### config.mk
export PLATFORM = sky130hd
export DESIGN_NAME = awu_top
export DESIGN_NICKNAME = d
export VERILOG_FILES = /design/src/inc/awu_pkg.sv /design/src/hw/awu_prescaler.sv /design/src/hw/awu_top.sv
export SDC_FILE = /design/constraint.sdc
export NUM_CORES = 1
export LEC_CHECK = 0
export ABC_AREA = 1
export BUFFER_PORTS_ARGS = -buffer_cell sky130_fd_sc_hd__buf_2
export CAP_MARGIN = 20
export CORE_ASPECT_RATIO = 1.5
export CORE_UTILIZATION = 59
export CTS_BUF_LIST = sky130_fd_sc_hd__clkbuf_8
export CTS_CLUSTER_DIAMETER = 150
export DETAILED_ROUTE_END_ITERATION = 6
export PLACE_DENSITY = 0.89
export SETUP_SLACK_MARGIN = 0.5
export SLEW_MARGIN = 20
export SYNTH_ARGS = -nofsm -noshare
export SYNTH_HDL_FRONTEND = slang
export SYNTH_SLANG_ARGS = --single-unit
export TNS_END_PERCENT = 50
### constraint.sdc
create_clock -name mclk -period 5.31 [get_ports mclk]
set_input_delay 1.062 -clock mclk [delete_from_list [all_inputs] [get_ports mclk]]
set_output_delay 1.062 -clock mclk [all_outputs]
set_load 0.03 [all_outputs]
### src/inc/awu_pkg.sv
// package for the timed wakeup from halt unit: register map, field layout,
// reset values, states and cycle counts.
// assumes a 100 MHz mclk and 32-bit apb with one register per word.
`default_nettype none
package awu_pkg;
   localparam int unsigned CLK_PERIOD_NS = 10;
   // printed offsets are register indices, byte address is four times them
   localparam logic [7:0] CSR_INDEX = 8'h2e;
   localparam logic [7:0] PRE_INDEX = 8'h2f;
   localparam logic [7:0] IST_INDEX = 8'h30;
   localparam logic [7:0] IMK_INDEX = 8'h31;
   localparam logic [9:0] CSR_ADDR = {CSR_INDEX, 2'b00};
   localparam logic [9:0] PRE_ADDR = {PRE_INDEX, 2'b00};
   localparam logic [9:0] IST_ADDR = {IST_INDEX, 2'b00};
   localparam logic [9:0] IMK_ADDR = {IMK_INDEX, 2'b00};
   // control/status field positions
   localparam int unsigned FLAG_BIT = 2;
   localparam int unsigned MEAS_BIT = 1;
   localparam int unsigned EN_BIT = 0;
   localparam logic [7:0] CSR_RESET = 8'h00;
   localparam logic [7:0] PRE_RESET = 8'hff;
   localparam logic [7:0] PRE_FORBIDDEN = 8'h00;
   localparam logic [1:0] IRQ_RESET = 2'h0;
   // interrupt status bits
   localparam int unsigned EV_TIMED = 0;
   localparam int unsigned EV_OTHER = 1;
   localparam logic [1:0] CC_HALT_MASK = 2'h2;
   localparam int unsigned FIXED_DIV = 64;
   localparam int unsigned STAB_SHORT = 256;
   localparam int unsigned STAB_LONG = 4096;
   localparam int unsigned RC_STARTUP_NS = 20000;
   localparam int unsigned RC_STARTUP_CYC =
      (RC_STARTUP_NS + CLK_PERIOD_NS - 1) / CLK_PERIOD_NS;
   localparam int unsigned CNT_W = 13;

   typedef struct packed {
      logic flag;
      logic measure;
      logic enable;
   } awu_csr_t;

   typedef struct packed {
      logic sel;
      logic enable;
      logic write;
      logic [9:0] addr;
      logic [31:0] wdata;
   } awu_apb_req_t;

   typedef enum logic [2:0] {
      ST_RUN = 3'b000,
      ST_RC_START = 3'b001,
      ST_COUNT = 3'b010,
      ST_HALT = 3'b011,
      ST_ACT_HALT = 3'b100,
      ST_STAB = 3'b101
   } awu_state_t;
endpackage
`default_nettype wire

### src/hw/awu_prescaler.sv
// fixed divide-by-64 followed by the programmable prescaler.
// assumes tick is a one-cycle pulse per rc rising edge on mclk.
`default_nettype none
module awu_prescaler #(
   parameter int unsigned DIV = awu_pkg::FIXED_DIV
)
(
   // clock and reset
   input wire logic mclk,
   input wire logic srst,
   // control
   input wire logic run,
   input wire logic tick,
   input wire logic [7:0] factor,
   // result
   output logic done
);
   localparam int unsigned DW = $clog2(DIV);
   localparam logic [DW-1:0] DIV_LAST = DW'(DIV - 1);

   logic [DW-1:0] div_cnt;
   logic [7:0] pre_cnt;
   wire div_wrap = tick && (div_cnt == DIV_LAST);
   wire pre_last = (pre_cnt + 8'h01) == factor;

   // counters restart whenever run drops, so each halt starts from zero
   always_ff @(posedge mclk)
   begin
      if (srst || !run)
      begin
         div_cnt <= '0;
         pre_cnt <= 8'h00;
         done <= 1'b0;
      end
      else
      begin
         done <= div_wrap && pre_last;
         if (tick)
            div_cnt <= div_wrap ? '0 : div_cnt + DW'(1);
         if (div_wrap)
            pre_cnt <= pre_last ? 8'h00 : pre_cnt + 8'h01;
      end
   end
endmodule
`default_nettype wire

### src/hw/awu_top.sv
// timed wakeup from halt unit: halt mode sequencing, rc prescaler, apb
// registers and interrupt. assumes the cpu pulses halt_exec for the halt
// instruction and stalls while core_clk_enable is low.
`default_nettype none
module awu_top (
   // clock and reset
   input wire logic mclk,
   input wire logic srst,
   // apb slave
   input wire logic psel,
   input wire logic penable,
   input wire logic pwrite,
   input wire logic [9:0] paddr,
   input wire logic [31:0] pwdata,
   output logic [31:0] prdata,
   output logic pready,
   output logic pslverr,
   // cpu and clock controller
   input wire logic halt_exec,
   input wire logic osc_irq_enable,
   input wire logic halt_exit_irq,
   input wire logic watchdog_running,
   input wire logic watchdog_halt_option,
   input wire logic long_stab_strap,
   output logic cc_force,
   output logic [1:0] cc_force_value,
   output logic core_clk_enable,
   output logic main_osc_enable,
   output logic active_halt,
   output logic watchdog_reset,
   output logic timed_wake_irq,
   // wakeup rc oscillator
   input wire logic wake_rc_pin,
   output logic rc_osc_enable,
   output logic timer_capture_input_two,
   // summary interrupt
   output logic irq
);
   awu_pkg::awu_state_t state, next_state;
   awu_pkg::awu_csr_t csr;
   awu_pkg::awu_apb_req_t req;
   logic [7:0] wake_prescaler_reg;
   logic [1:0] irq_status, irq_mask;
   logic [awu_pkg::CNT_W-1:0] cnt;
   logic rc_s1, rc_s2, rc_s3, rc_lvl, rc_prev;
   logic long_stab, strap_taken;
   logic pre_done;

   ////////////////////////////////////////////////////////////////////////
   // apb decode

   assign req = '{psel, penable, pwrite, paddr, pwdata};
   wire hit_csr = req.addr == awu_pkg::CSR_ADDR;
   wire hit_pre = req.addr == awu_pkg::PRE_ADDR;
   wire hit_ist = req.addr == awu_pkg::IST_ADDR;
   wire hit_imk = req.addr == awu_pkg::IMK_ADDR;
   wire mapped = hit_csr || hit_pre || hit_ist || hit_imk;
   wire setup = req.sel && !req.enable;
   wire access = req.sel && req.enable;
   wire wr = access && req.write && mapped;
   wire rd_csr = access && !req.write && hit_csr;
   wire rd_ist = access && !req.write && hit_ist;
   wire [7:0] csr_byte = {5'h00, csr};
   wire [31:0] rd_mux = hit_csr ? {24'h000000, csr_byte} :
                        hit_pre ? {24'h000000, wake_prescaler_reg} :
                        hit_ist ? {30'h00000000, irq_status} :
                        hit_imk ? {30'h00000000, irq_mask} : 32'h00000000;

   // zero wait states; the read value is latched in the setup phase so a
   // read-clear only drops bits that software actually saw
   assign pready = 1'b1;
   assign pslverr = access && !mapped;

   always_ff @(posedge mclk)
   begin
      if (srst)
         prdata <= 32'h00000000;
      else if (setup)
         prdata <= rd_mux;
   end

   ////////////////////////////////////////////////////////////////////////
   // rc pin sampling: a change counts once stages two and three agree

   always_ff @(posedge mclk)
   begin
      if (srst)
      begin
         rc_s1 <= 1'b0;
         rc_s2 <= 1'b0;
         rc_s3 <= 1'b0;
         rc_lvl <= 1'b0;
         rc_prev <= 1'b0;
      end
      else
      begin
         rc_s1 <= wake_rc_pin;
         rc_s2 <= rc_s1;
         rc_s3 <= rc_s2;
         if (rc_s2 == rc_s3)
            rc_lvl <= rc_s3;
         rc_prev <= rc_lvl;
      end
   end
   wire rc_rise = rc_lvl && !rc_prev;

   // strap is caught after reset release, never by the reset itself
   always_ff @(posedge mclk)
   begin
      if (srst)
      begin
         strap_taken <= 1'b0;
         long_stab <= 1'b0;
      end
      else if (!strap_taken)
      begin
         strap_taken <= 1'b1;
         long_stab <= long_stab_strap;
      end
   end

   ////////////////////////////////////////////////////////////////////////
   // halt sequencing

   wire in_halt = (state == awu_pkg::ST_RC_START) ||
                  (state == awu_pkg::ST_COUNT) ||
                  (state == awu_pkg::ST_HALT) ||
                  (state == awu_pkg::ST_ACT_HALT);
   wire halt_go = (state == awu_pkg::ST_RUN) && halt_exec;
   wire wdg_trip = halt_go && watchdog_running && watchdog_halt_option &&
                   !osc_irq_enable;
   wire [awu_pkg::CNT_W-1:0] startup_last =
      awu_pkg::CNT_W'(awu_pkg::RC_STARTUP_CYC - 1);
   wire [awu_pkg::CNT_W-1:0] stab_last = long_stab ?
      awu_pkg::CNT_W'(awu_pkg::STAB_LONG - 1) :
      awu_pkg::CNT_W'(awu_pkg::STAB_SHORT - 1);
   wire other_wake = in_halt && halt_exit_irq;
   wire timed_wake = (state == awu_pkg::ST_COUNT) && pre_done;

   always_comb
   begin
      next_state = state;
      case (state)
         awu_pkg::ST_RUN:
            if (halt_exec && !wdg_trip)
            begin
               if (osc_irq_enable)
                  next_state = awu_pkg::ST_ACT_HALT;
               else if (csr.enable)
                  next_state = awu_pkg::ST_RC_START;
               else
                  next_state = awu_pkg::ST_HALT;
            end
         awu_pkg::ST_RC_START:
            if (halt_exit_irq)
               next_state = awu_pkg::ST_STAB;
            else if (cnt == startup_last)
               next_state = awu_pkg::ST_COUNT;
         awu_pkg::ST_COUNT:
            if (halt_exit_irq || pre_done)
               next_state = awu_pkg::ST_STAB;
         awu_pkg::ST_HALT,
         awu_pkg::ST_ACT_HALT:
            if (halt_exit_irq)
               next_state = awu_pkg::ST_STAB;
         awu_pkg::ST_STAB:
            if (cnt == stab_last)
               next_state = awu_pkg::ST_RUN;
         default:
            next_state = awu_pkg::ST_RUN;
      endcase
   end

   always_ff @(posedge mclk)
   begin
      if (srst)
         state <= awu_pkg::ST_RUN;
      else
         state <= next_state;
   end

   // one counter serves rc startup and oscillator stabilisation
   always_ff @(posedge mclk)
   begin
      if (srst || next_state != state)
         cnt <= '0;
      else if (state == awu_pkg::ST_RC_START || state == awu_pkg::ST_STAB)
         cnt <= cnt + awu_pkg::CNT_W'(1);
   end

   awu_prescaler #(
      .DIV(awu_pkg::FIXED_DIV)
   )
   u_prescaler (
      .mclk(mclk),
      .srst(srst),
      .run(state == awu_pkg::ST_COUNT),
      .tick(rc_rise),
      .factor(wake_prescaler_reg),
      .done(pre_done)
   );

   ////////////////////////////////////////////////////////////////////////
   // registers

   always_ff @(posedge mclk)
   begin
      if (srst)
      begin
         csr <= awu_pkg::awu_csr_t'(awu_pkg::CSR_RESET);
         wake_prescaler_reg <= awu_pkg::PRE_RESET;
         irq_mask <= awu_pkg::IRQ_RESET;
      end
      else
      begin
         // hardware set wins over the read clear
         csr.flag <= timed_wake ||
                     (csr.flag && !(rd_csr && prdata[awu_pkg::FLAG_BIT]));
         if (wr && hit_csr)
         begin
            csr.measure <= req.wdata[awu_pkg::MEAS_BIT];
            csr.enable <= req.wdata[awu_pkg::EN_BIT];
         end
         if (wr && hit_pre && req.wdata[7:0] != awu_pkg::PRE_FORBIDDEN)
            wake_prescaler_reg <= req.wdata[7:0];
         if (wr && hit_imk)
            irq_mask <= req.wdata[1:0];
      end
   end

   always_ff @(posedge mclk)
   begin
      if (srst)
         irq_status <= awu_pkg::IRQ_RESET;
      else
      begin
         irq_status[awu_pkg::EV_TIMED] <= timed_wake ||
            (irq_status[awu_pkg::EV_TIMED] &&
             !(rd_ist && prdata[awu_pkg::EV_TIMED]));
         irq_status[awu_pkg::EV_OTHER] <= other_wake ||
            (irq_status[awu_pkg::EV_OTHER] &&
             !(rd_ist && prdata[awu_pkg::EV_OTHER]));
      end
   end

   ////////////////////////////////////////////////////////////////////////
   // outputs

   always_ff @(posedge mclk)
   begin
      if (srst)
      begin
         watchdog_reset <= 1'b0;
         cc_force <= 1'b0;
      end
      else
      begin
         watchdog_reset <= wdg_trip;
         cc_force <= halt_go && !wdg_trip;
      end
   end

   assign cc_force_value = awu_pkg::CC_HALT_MASK;
   assign core_clk_enable = state == awu_pkg::ST_RUN;
   assign main_osc_enable = state == awu_pkg::ST_RUN ||
                            state == awu_pkg::ST_STAB ||
                            state == awu_pkg::ST_ACT_HALT;
   assign active_halt = state == awu_pkg::ST_ACT_HALT;
   // the cpu only sees the wakeup once the oscillator has settled
   assign timed_wake_irq = csr.flag && core_clk_enable;
   wire measuring = csr.measure && core_clk_enable;
   assign rc_osc_enable = measuring || state == awu_pkg::ST_RC_START ||
                          state == awu_pkg::ST_COUNT;
   assign timer_capture_input_two = measuring && rc_lvl;
   assign irq = |(irq_status & irq_mask);
endmodule
`default_nettype wire

==> Yosys cells after proc, flatten, opt, wreduce, memory -nomap -nowiden <==
Index checks and enable logic that the tools add are counted.
{ "classes": {"n_addsub": 3, "eq_ne": 15, "n_mux": 17, "n_bitwise": 1, "n_reduce_logical": 63} }
{ "op_table": {"columns": ["operator", "n"], "rows": [
  ["equality test 10 x 8 -> 1 bit (second input constant)", 4],
  ["logical AND 1 bit", 32],
  ["two-way mux 8 bit", 3],
  ["two-way mux 3 bit", 7],
  ["logical OR 1 bit", 17],
  ["one-hot mux 3 bit (5 select lines)", 1],
  ["adder 13 x 1 -> 13 bit (second input constant)", 1],
  ["equality test 13 x 11 -> 1 bit (second input constant)", 1],
  ["equality test 13 x 12 -> 1 bit", 1],
  ["two-way mux 12 bit", 1],
  ["zero test 1 bit", 10],
  ["adder 8 x 1 -> 8 bit (second input constant)", 1],
  ["equality test 8 bit", 1],
  ["nonzero test 8 bit", 1],
  ["adder 6 x 1 -> 6 bit (second input constant)", 1],
  ["equality test 3 x 2 -> 1 bit (second input constant)", 2],
  ["equality test 3 bit (second input constant)", 2],
  ["equality test 6 bit (second input constant)", 1],
  ["two-way mux 2 bit", 3],
  ["two-way mux 6 bit", 1],
  ["OR reduction 2 bit", 2],
  ["equality test 3 x 1 -> 1 bit (second input constant)", 1],
  ["zero test 3 bit", 1],
  ["inequality test 3 bit", 1],
  ["other kinds (3)", 3]
]} }
{ "totals": {"ff_bits": 87, "in_bits": 54, "output_inout_bits": 45} }

==> Logic depth before layout (Yosys ltp) <==
{ "logic_depth": {"ltp_word": 11, "mapped_depth": 12, "mapped_depth_nobuf": 11} }

==> By module <==
A second synthesis with hierarchy kept.
{ "unflattened": {"cells_unflattened": 558, "hier_area_um2": 3688.5} }
{ "by_module_without_submodules": {"columns": ["mod", "instances", "cells_each", "area_each_um2"], "rows": [
  ["awu_top", 1, 402, 2701.3],
  ["awu_prescaler", 1, 156, 987.2]
]} }

==> Least setup slack after synthesis <==
OpenSTA, ideal clock, no wires.
{ "synth_path": {"path_type": "input to output", "from": "input port paddr[9]", "to": "output port pslverr", "arrival_time_ns": 1.978, "path_slack_ns": 2.270, "stages": 7, "n_path_buf": 1, "path_cell_list": "or2_1 > clkbuf_2 > nor2_1 > nand2_1 > o2bb2ai_2 > nand2_1 > inv_1"} }
{ "synth_between": {"elab_chain_len": 6, "word_cells_on_any_way": 9} }
{ "synth_lines": {"columns": ["element", "line_no", "text"], "rows": [
  ["from (decl)", "awu_top.sv:13", "input wire logic [9:0] paddr,"],
  ["equality test 10 x 8 -> 1 bit (on tied branches)", "awu_top.sv:53, awu_top.sv:54", null],
  ["logical OR 1 bit (2 in series)", "awu_top.sv:57", "wire mapped = hit_csr || hit_pre || hit_ist || hit_imk;"],
  ["logical OR 1 bit (*)", "awu_top.sv:57", null],
  ["zero test 1 bit (*)", "awu_top.sv:72", "assign pslverr = access && !mapped;"],
  ["logical AND 1 bit (*)", "awu_top.sv:72", null],
  ["to (decl)", "awu_top.sv:17", "output logic pslverr,"]
]} }
Every way passes the cells marked *; elsewhere a longest branch is shown, timed or not.

==> Worst setup path in the final report <==
Ends and elaborated chain as after synthesis.

==> summary.md <==
| Metric | Value |
|---|---|
| Number of distinct library cell variants in the gate-level netlist after synthesis | `39` |
| Type of element capturing the critical path | `primary output` |
| Number of placement rows | `34` |
| Vias in the first global route | `3161` |
| Unrepaired setup endpoints after global routing | `false` |
| Area of all placed cells without fillers | `3926 um^2` |
| Final Hold Vio Count | `0` |
| Antenna cell count | `0` |
| DRC violation count after routing | `0` |
| Power per Cell Area | `305.5 nW/um^2` |
| I/O Buffers | `47` |
| Post-route fraction of the period consumed by the critical path | `0.6227` |
| Number of setup buffers added after CTS | `0` |
| Area of the mapped netlist | `3578 um^2` |
| Launching element type of the critical path | `input pin` |
| Area share of the largest cell type after synthesis | `0.3524` |
| Final slew viol count | `0` |
| Largest register by flop count | `cnt` |
| Maximum buffer depth of the clock tree | `2` |
| Post-Route Setup TNS | `0 ns` |
| Share of power burned in combinational logic | `0.225` |
| Max cap viols | `0` |
| Total number of H-tree levels | `3` |
| CTS Buf Count | `9` |
| Clk sink count | `63` |
| Number of standard cells after synthesis | `515` |
| Share of synthesized registers carrying an async set or reset | `0` |
| NumNets Final | `618` |
| Commonest cells in the netlist | `nand2_1, inv_1, dfxtp_1` |
| Final standard cell utilization of the core | `0.6737` |
| Peak clock frequency supported by timing | `302.4 MHz` |
| Initial Utilization | `0.6140` |
| ANT nets after route | `0` |
| Hold bufs inserted after CTS | `0` |
| Clk pwr share | `0.354` |
| Skew final | `0.009428 ns` |
| Library cell occupying the most area in the post-synthesis netlist | `dfxtp_1` |
| Switching power as a share of total power | `0.3522` |
| Total Routing Usage GR | `0.2594` |
| Yosys warning total | `0` |
| Register share of total power | `0.422` |
| Clock Tree Root | `clkbuf_8` |
| Number of flip-flops under the largest register name | `13` |
| Instance area at placement | `3729 um^2` |
| Clock latency at the later pin of the worst-skew pair | `0.35 ns` |
| Launch instance of the worst register-to-register path | `state[0]` |
| Total of cells resized after clock tree synthesis | `0` |
| Maximum number of pins on one net before global-route repair | `22` |
| TritonCTS clock tree | `yes` |
| Proportion of layout cells with a drive suffix above 1 | `0.1590` |
| Total half-perimeter wirelength after legalization and detailed placement | `5.669 mm` |
| Global-route wire length before repair | `12.87 mm` |
| Count of vias placed by the detailed router | `3404` |
| Pin slew with the least headroom to its limit | `0.7685 ns` |
| Aggregate routed wire length | `7.673 mm` |
| Mean instance size in the synthesized netlist | `6.948 um^2` |
| Final weighted congestion in routability-driven placement | `0.8781` |
| Gr ovfl total | `0` |
| Core area | `5828 um^2` |
| Static leakage | `1.770 nW` |
| Reg2Reg Setup Slack | `3.26 ns` |
| Largest cells by area after synthesis | `dfxtp_1, nand2_1, nand3_1` |
| Class of the tightest hold or removal check | `reg -> reg` |
| Layout overhead on the synthesized area | `9.720%` |
| Flops & latches, synth | `63` |
| Final Setup Violations | `0` |
| Number of enable flip-flop cells after synthesis | `0` |
| Ports placed on the boundary | `99` |
| Required arrival time at the worst endpoint | `4.25 ns` |
| Run status | `finished, final reports clean` |
| Most common cell in the netlist | `nand2_1` |
| Share of the yosys chip area belonging to registers | `0.3524` |
| Min cycle time layout | `3.307 ns` |
| Number of optimization iterations in the first detailed-route pass | `6` |
| Most instantiated flip-flop cell in the synthesis netlist | `dfxtp_1` |
| Y dimension of the die | `97.38 um` |
| Startpoint of the most critical setup path | `paddr[9]` |
| Maximum fanout along the worst path | `7` |
| Category of the critical setup timing path | `in -> out` |
| VDD IR-drop max | `160.4 uV` |
| Width of the chip | `65.59 um` |
| Clock slew at reported path FFs | `0.07 ns` |
| Worst slew slack as a fraction of its limit | `0.4871` |
| DR iter-0 viols | `127` |
| Antenna violations before repair | `0` |
| Filler Cell Count | `474` |
| Via density per instance | `5.335` |
| Cell internal pwr | `0.7770 mW` |
| Worst min-delay path startpoint | `rc_s1` |
| Area of the die | `6387 um^2` |
| Psw | `0.4224 mW` |
| Arrival time of the worst setup path | `2.24 ns` |
| Routed wire length per instance | `12.03 um` |
power by group through the flow:
| stage | Clock [mW] | Sequential, mW | Combinational [mW] |
|---|---|---|---|
| finish | 0.424 | 0.506 | 0.269 |
| detailed placement | 0 | 0.516 | 0.267 |
| CTS | 0.428 | 0.505 | 0.269 |
| global route | 0.451 | 0.508 | 0.293 |
| floorplan | 0 | 0.518 | 0.229 |
| global placement | 0 | 0.515 | 0.263 |
metrics by stage:
step | power [mW] | std cells | setup slack (ns) | hold slack [ns]
after floorplan | 0.7468 | 540 | 2.270 | 0.3883
after CTS | 1.202 | 638 | 2.001 | 0.4226
after global placement | 0.7779 | 622 | 2.062 | 0.3900
after global routing | 1.252 | 638 | 1.891 | 0.4548
final | 1.199 | 638 | 2.003 | 0.4147
after detailed placement | 0.7832 | 622 | 2.031 | 0.4024
critical path, cell delays in order:
cell,delay [ns]
buf_2,0.09
or2_1,0.29
nor2_1,0.11
nand2_1,0.18
o2bb2ai_2,0.21
nand2_1,0.10
inv_1,0.04
buf_2,0.16
cells by family after synthesis:
kind of cell	share of synthesized area
AO/OA/AOI/OAI	0.08601
XOR/XNOR	0.04895
adder cells (fa/ha/maj)	0.01049
buffers and inverters	0.1465
flip-flops	0.3524
multiplexers	0.002797
other	0.002099
AND/OR/NAND/NOR	0.3507
layer usage:
| layer | global-route usage | wire (um) | share of wire | up-vias |
|---|---|---|---|---|
| met5 | 0 | 0 | 0 | - |
| met4 | 0.1321 | 225 | 0.029 | 0 |
| met3 | 0.07394 | 332 | 0.043 | 24 |
| met2 | 0.4576 | 4098 | 0.53 | 108 |
| met1 | 0.2692 | 3017 | 0.39 | 1570 |
| li1 | - | - | - | 1702 |
path summary, 6_finish.rpt:
kind	endpoint	cells past startpoint
min reg2reg	rc_s2	2
max reg2reg	cnt[12]	9
min	rc_s2	2
max	pslverr	8
cells in the final DEF (no fill, tap or decap), types with 3 or more instances in the layout:
cell | Yosys | routed
a21oi_1 | 23 | 23
a31oi_1 | 3 | 3
conb_1 | 2 | 27
dfxtp_1 | 63 | 63
nand2_1 | 108 | 108
nand4_1 | 10 | 10
nor3_2 | 12 | 12
nor2_1 | 48 | 48
xnor2_1 | 6 | 6
clkbuf_8 | 0 | 10
buf_2 | 1 | 47
o21ai_0 | 22 | 22
nor2_2 | 6 | 6
nand3_1 | 51 | 51
clkinv_2 | 0 | 3
xor2_1 | 14 | 14
inv_1 | 66 | 66
nor3_1 | 17 | 17
ha_1 | 3 | 3
final cells by class:
type	instances	area, um^2	share of cell area
Clock buffer	10	137.6	0.03505
Clock inverter	6	60.06	0.01530
Inverter	68	255.2	0.06501
Multi-Input combinational cell	372	1887	0.4806
Sequential cell	63	1261	0.3212
Tap cell	72	90.09	0.02294
Timing Repair Buffer	47	235.2	0.05991
Power figures use the tool's default switching activity.
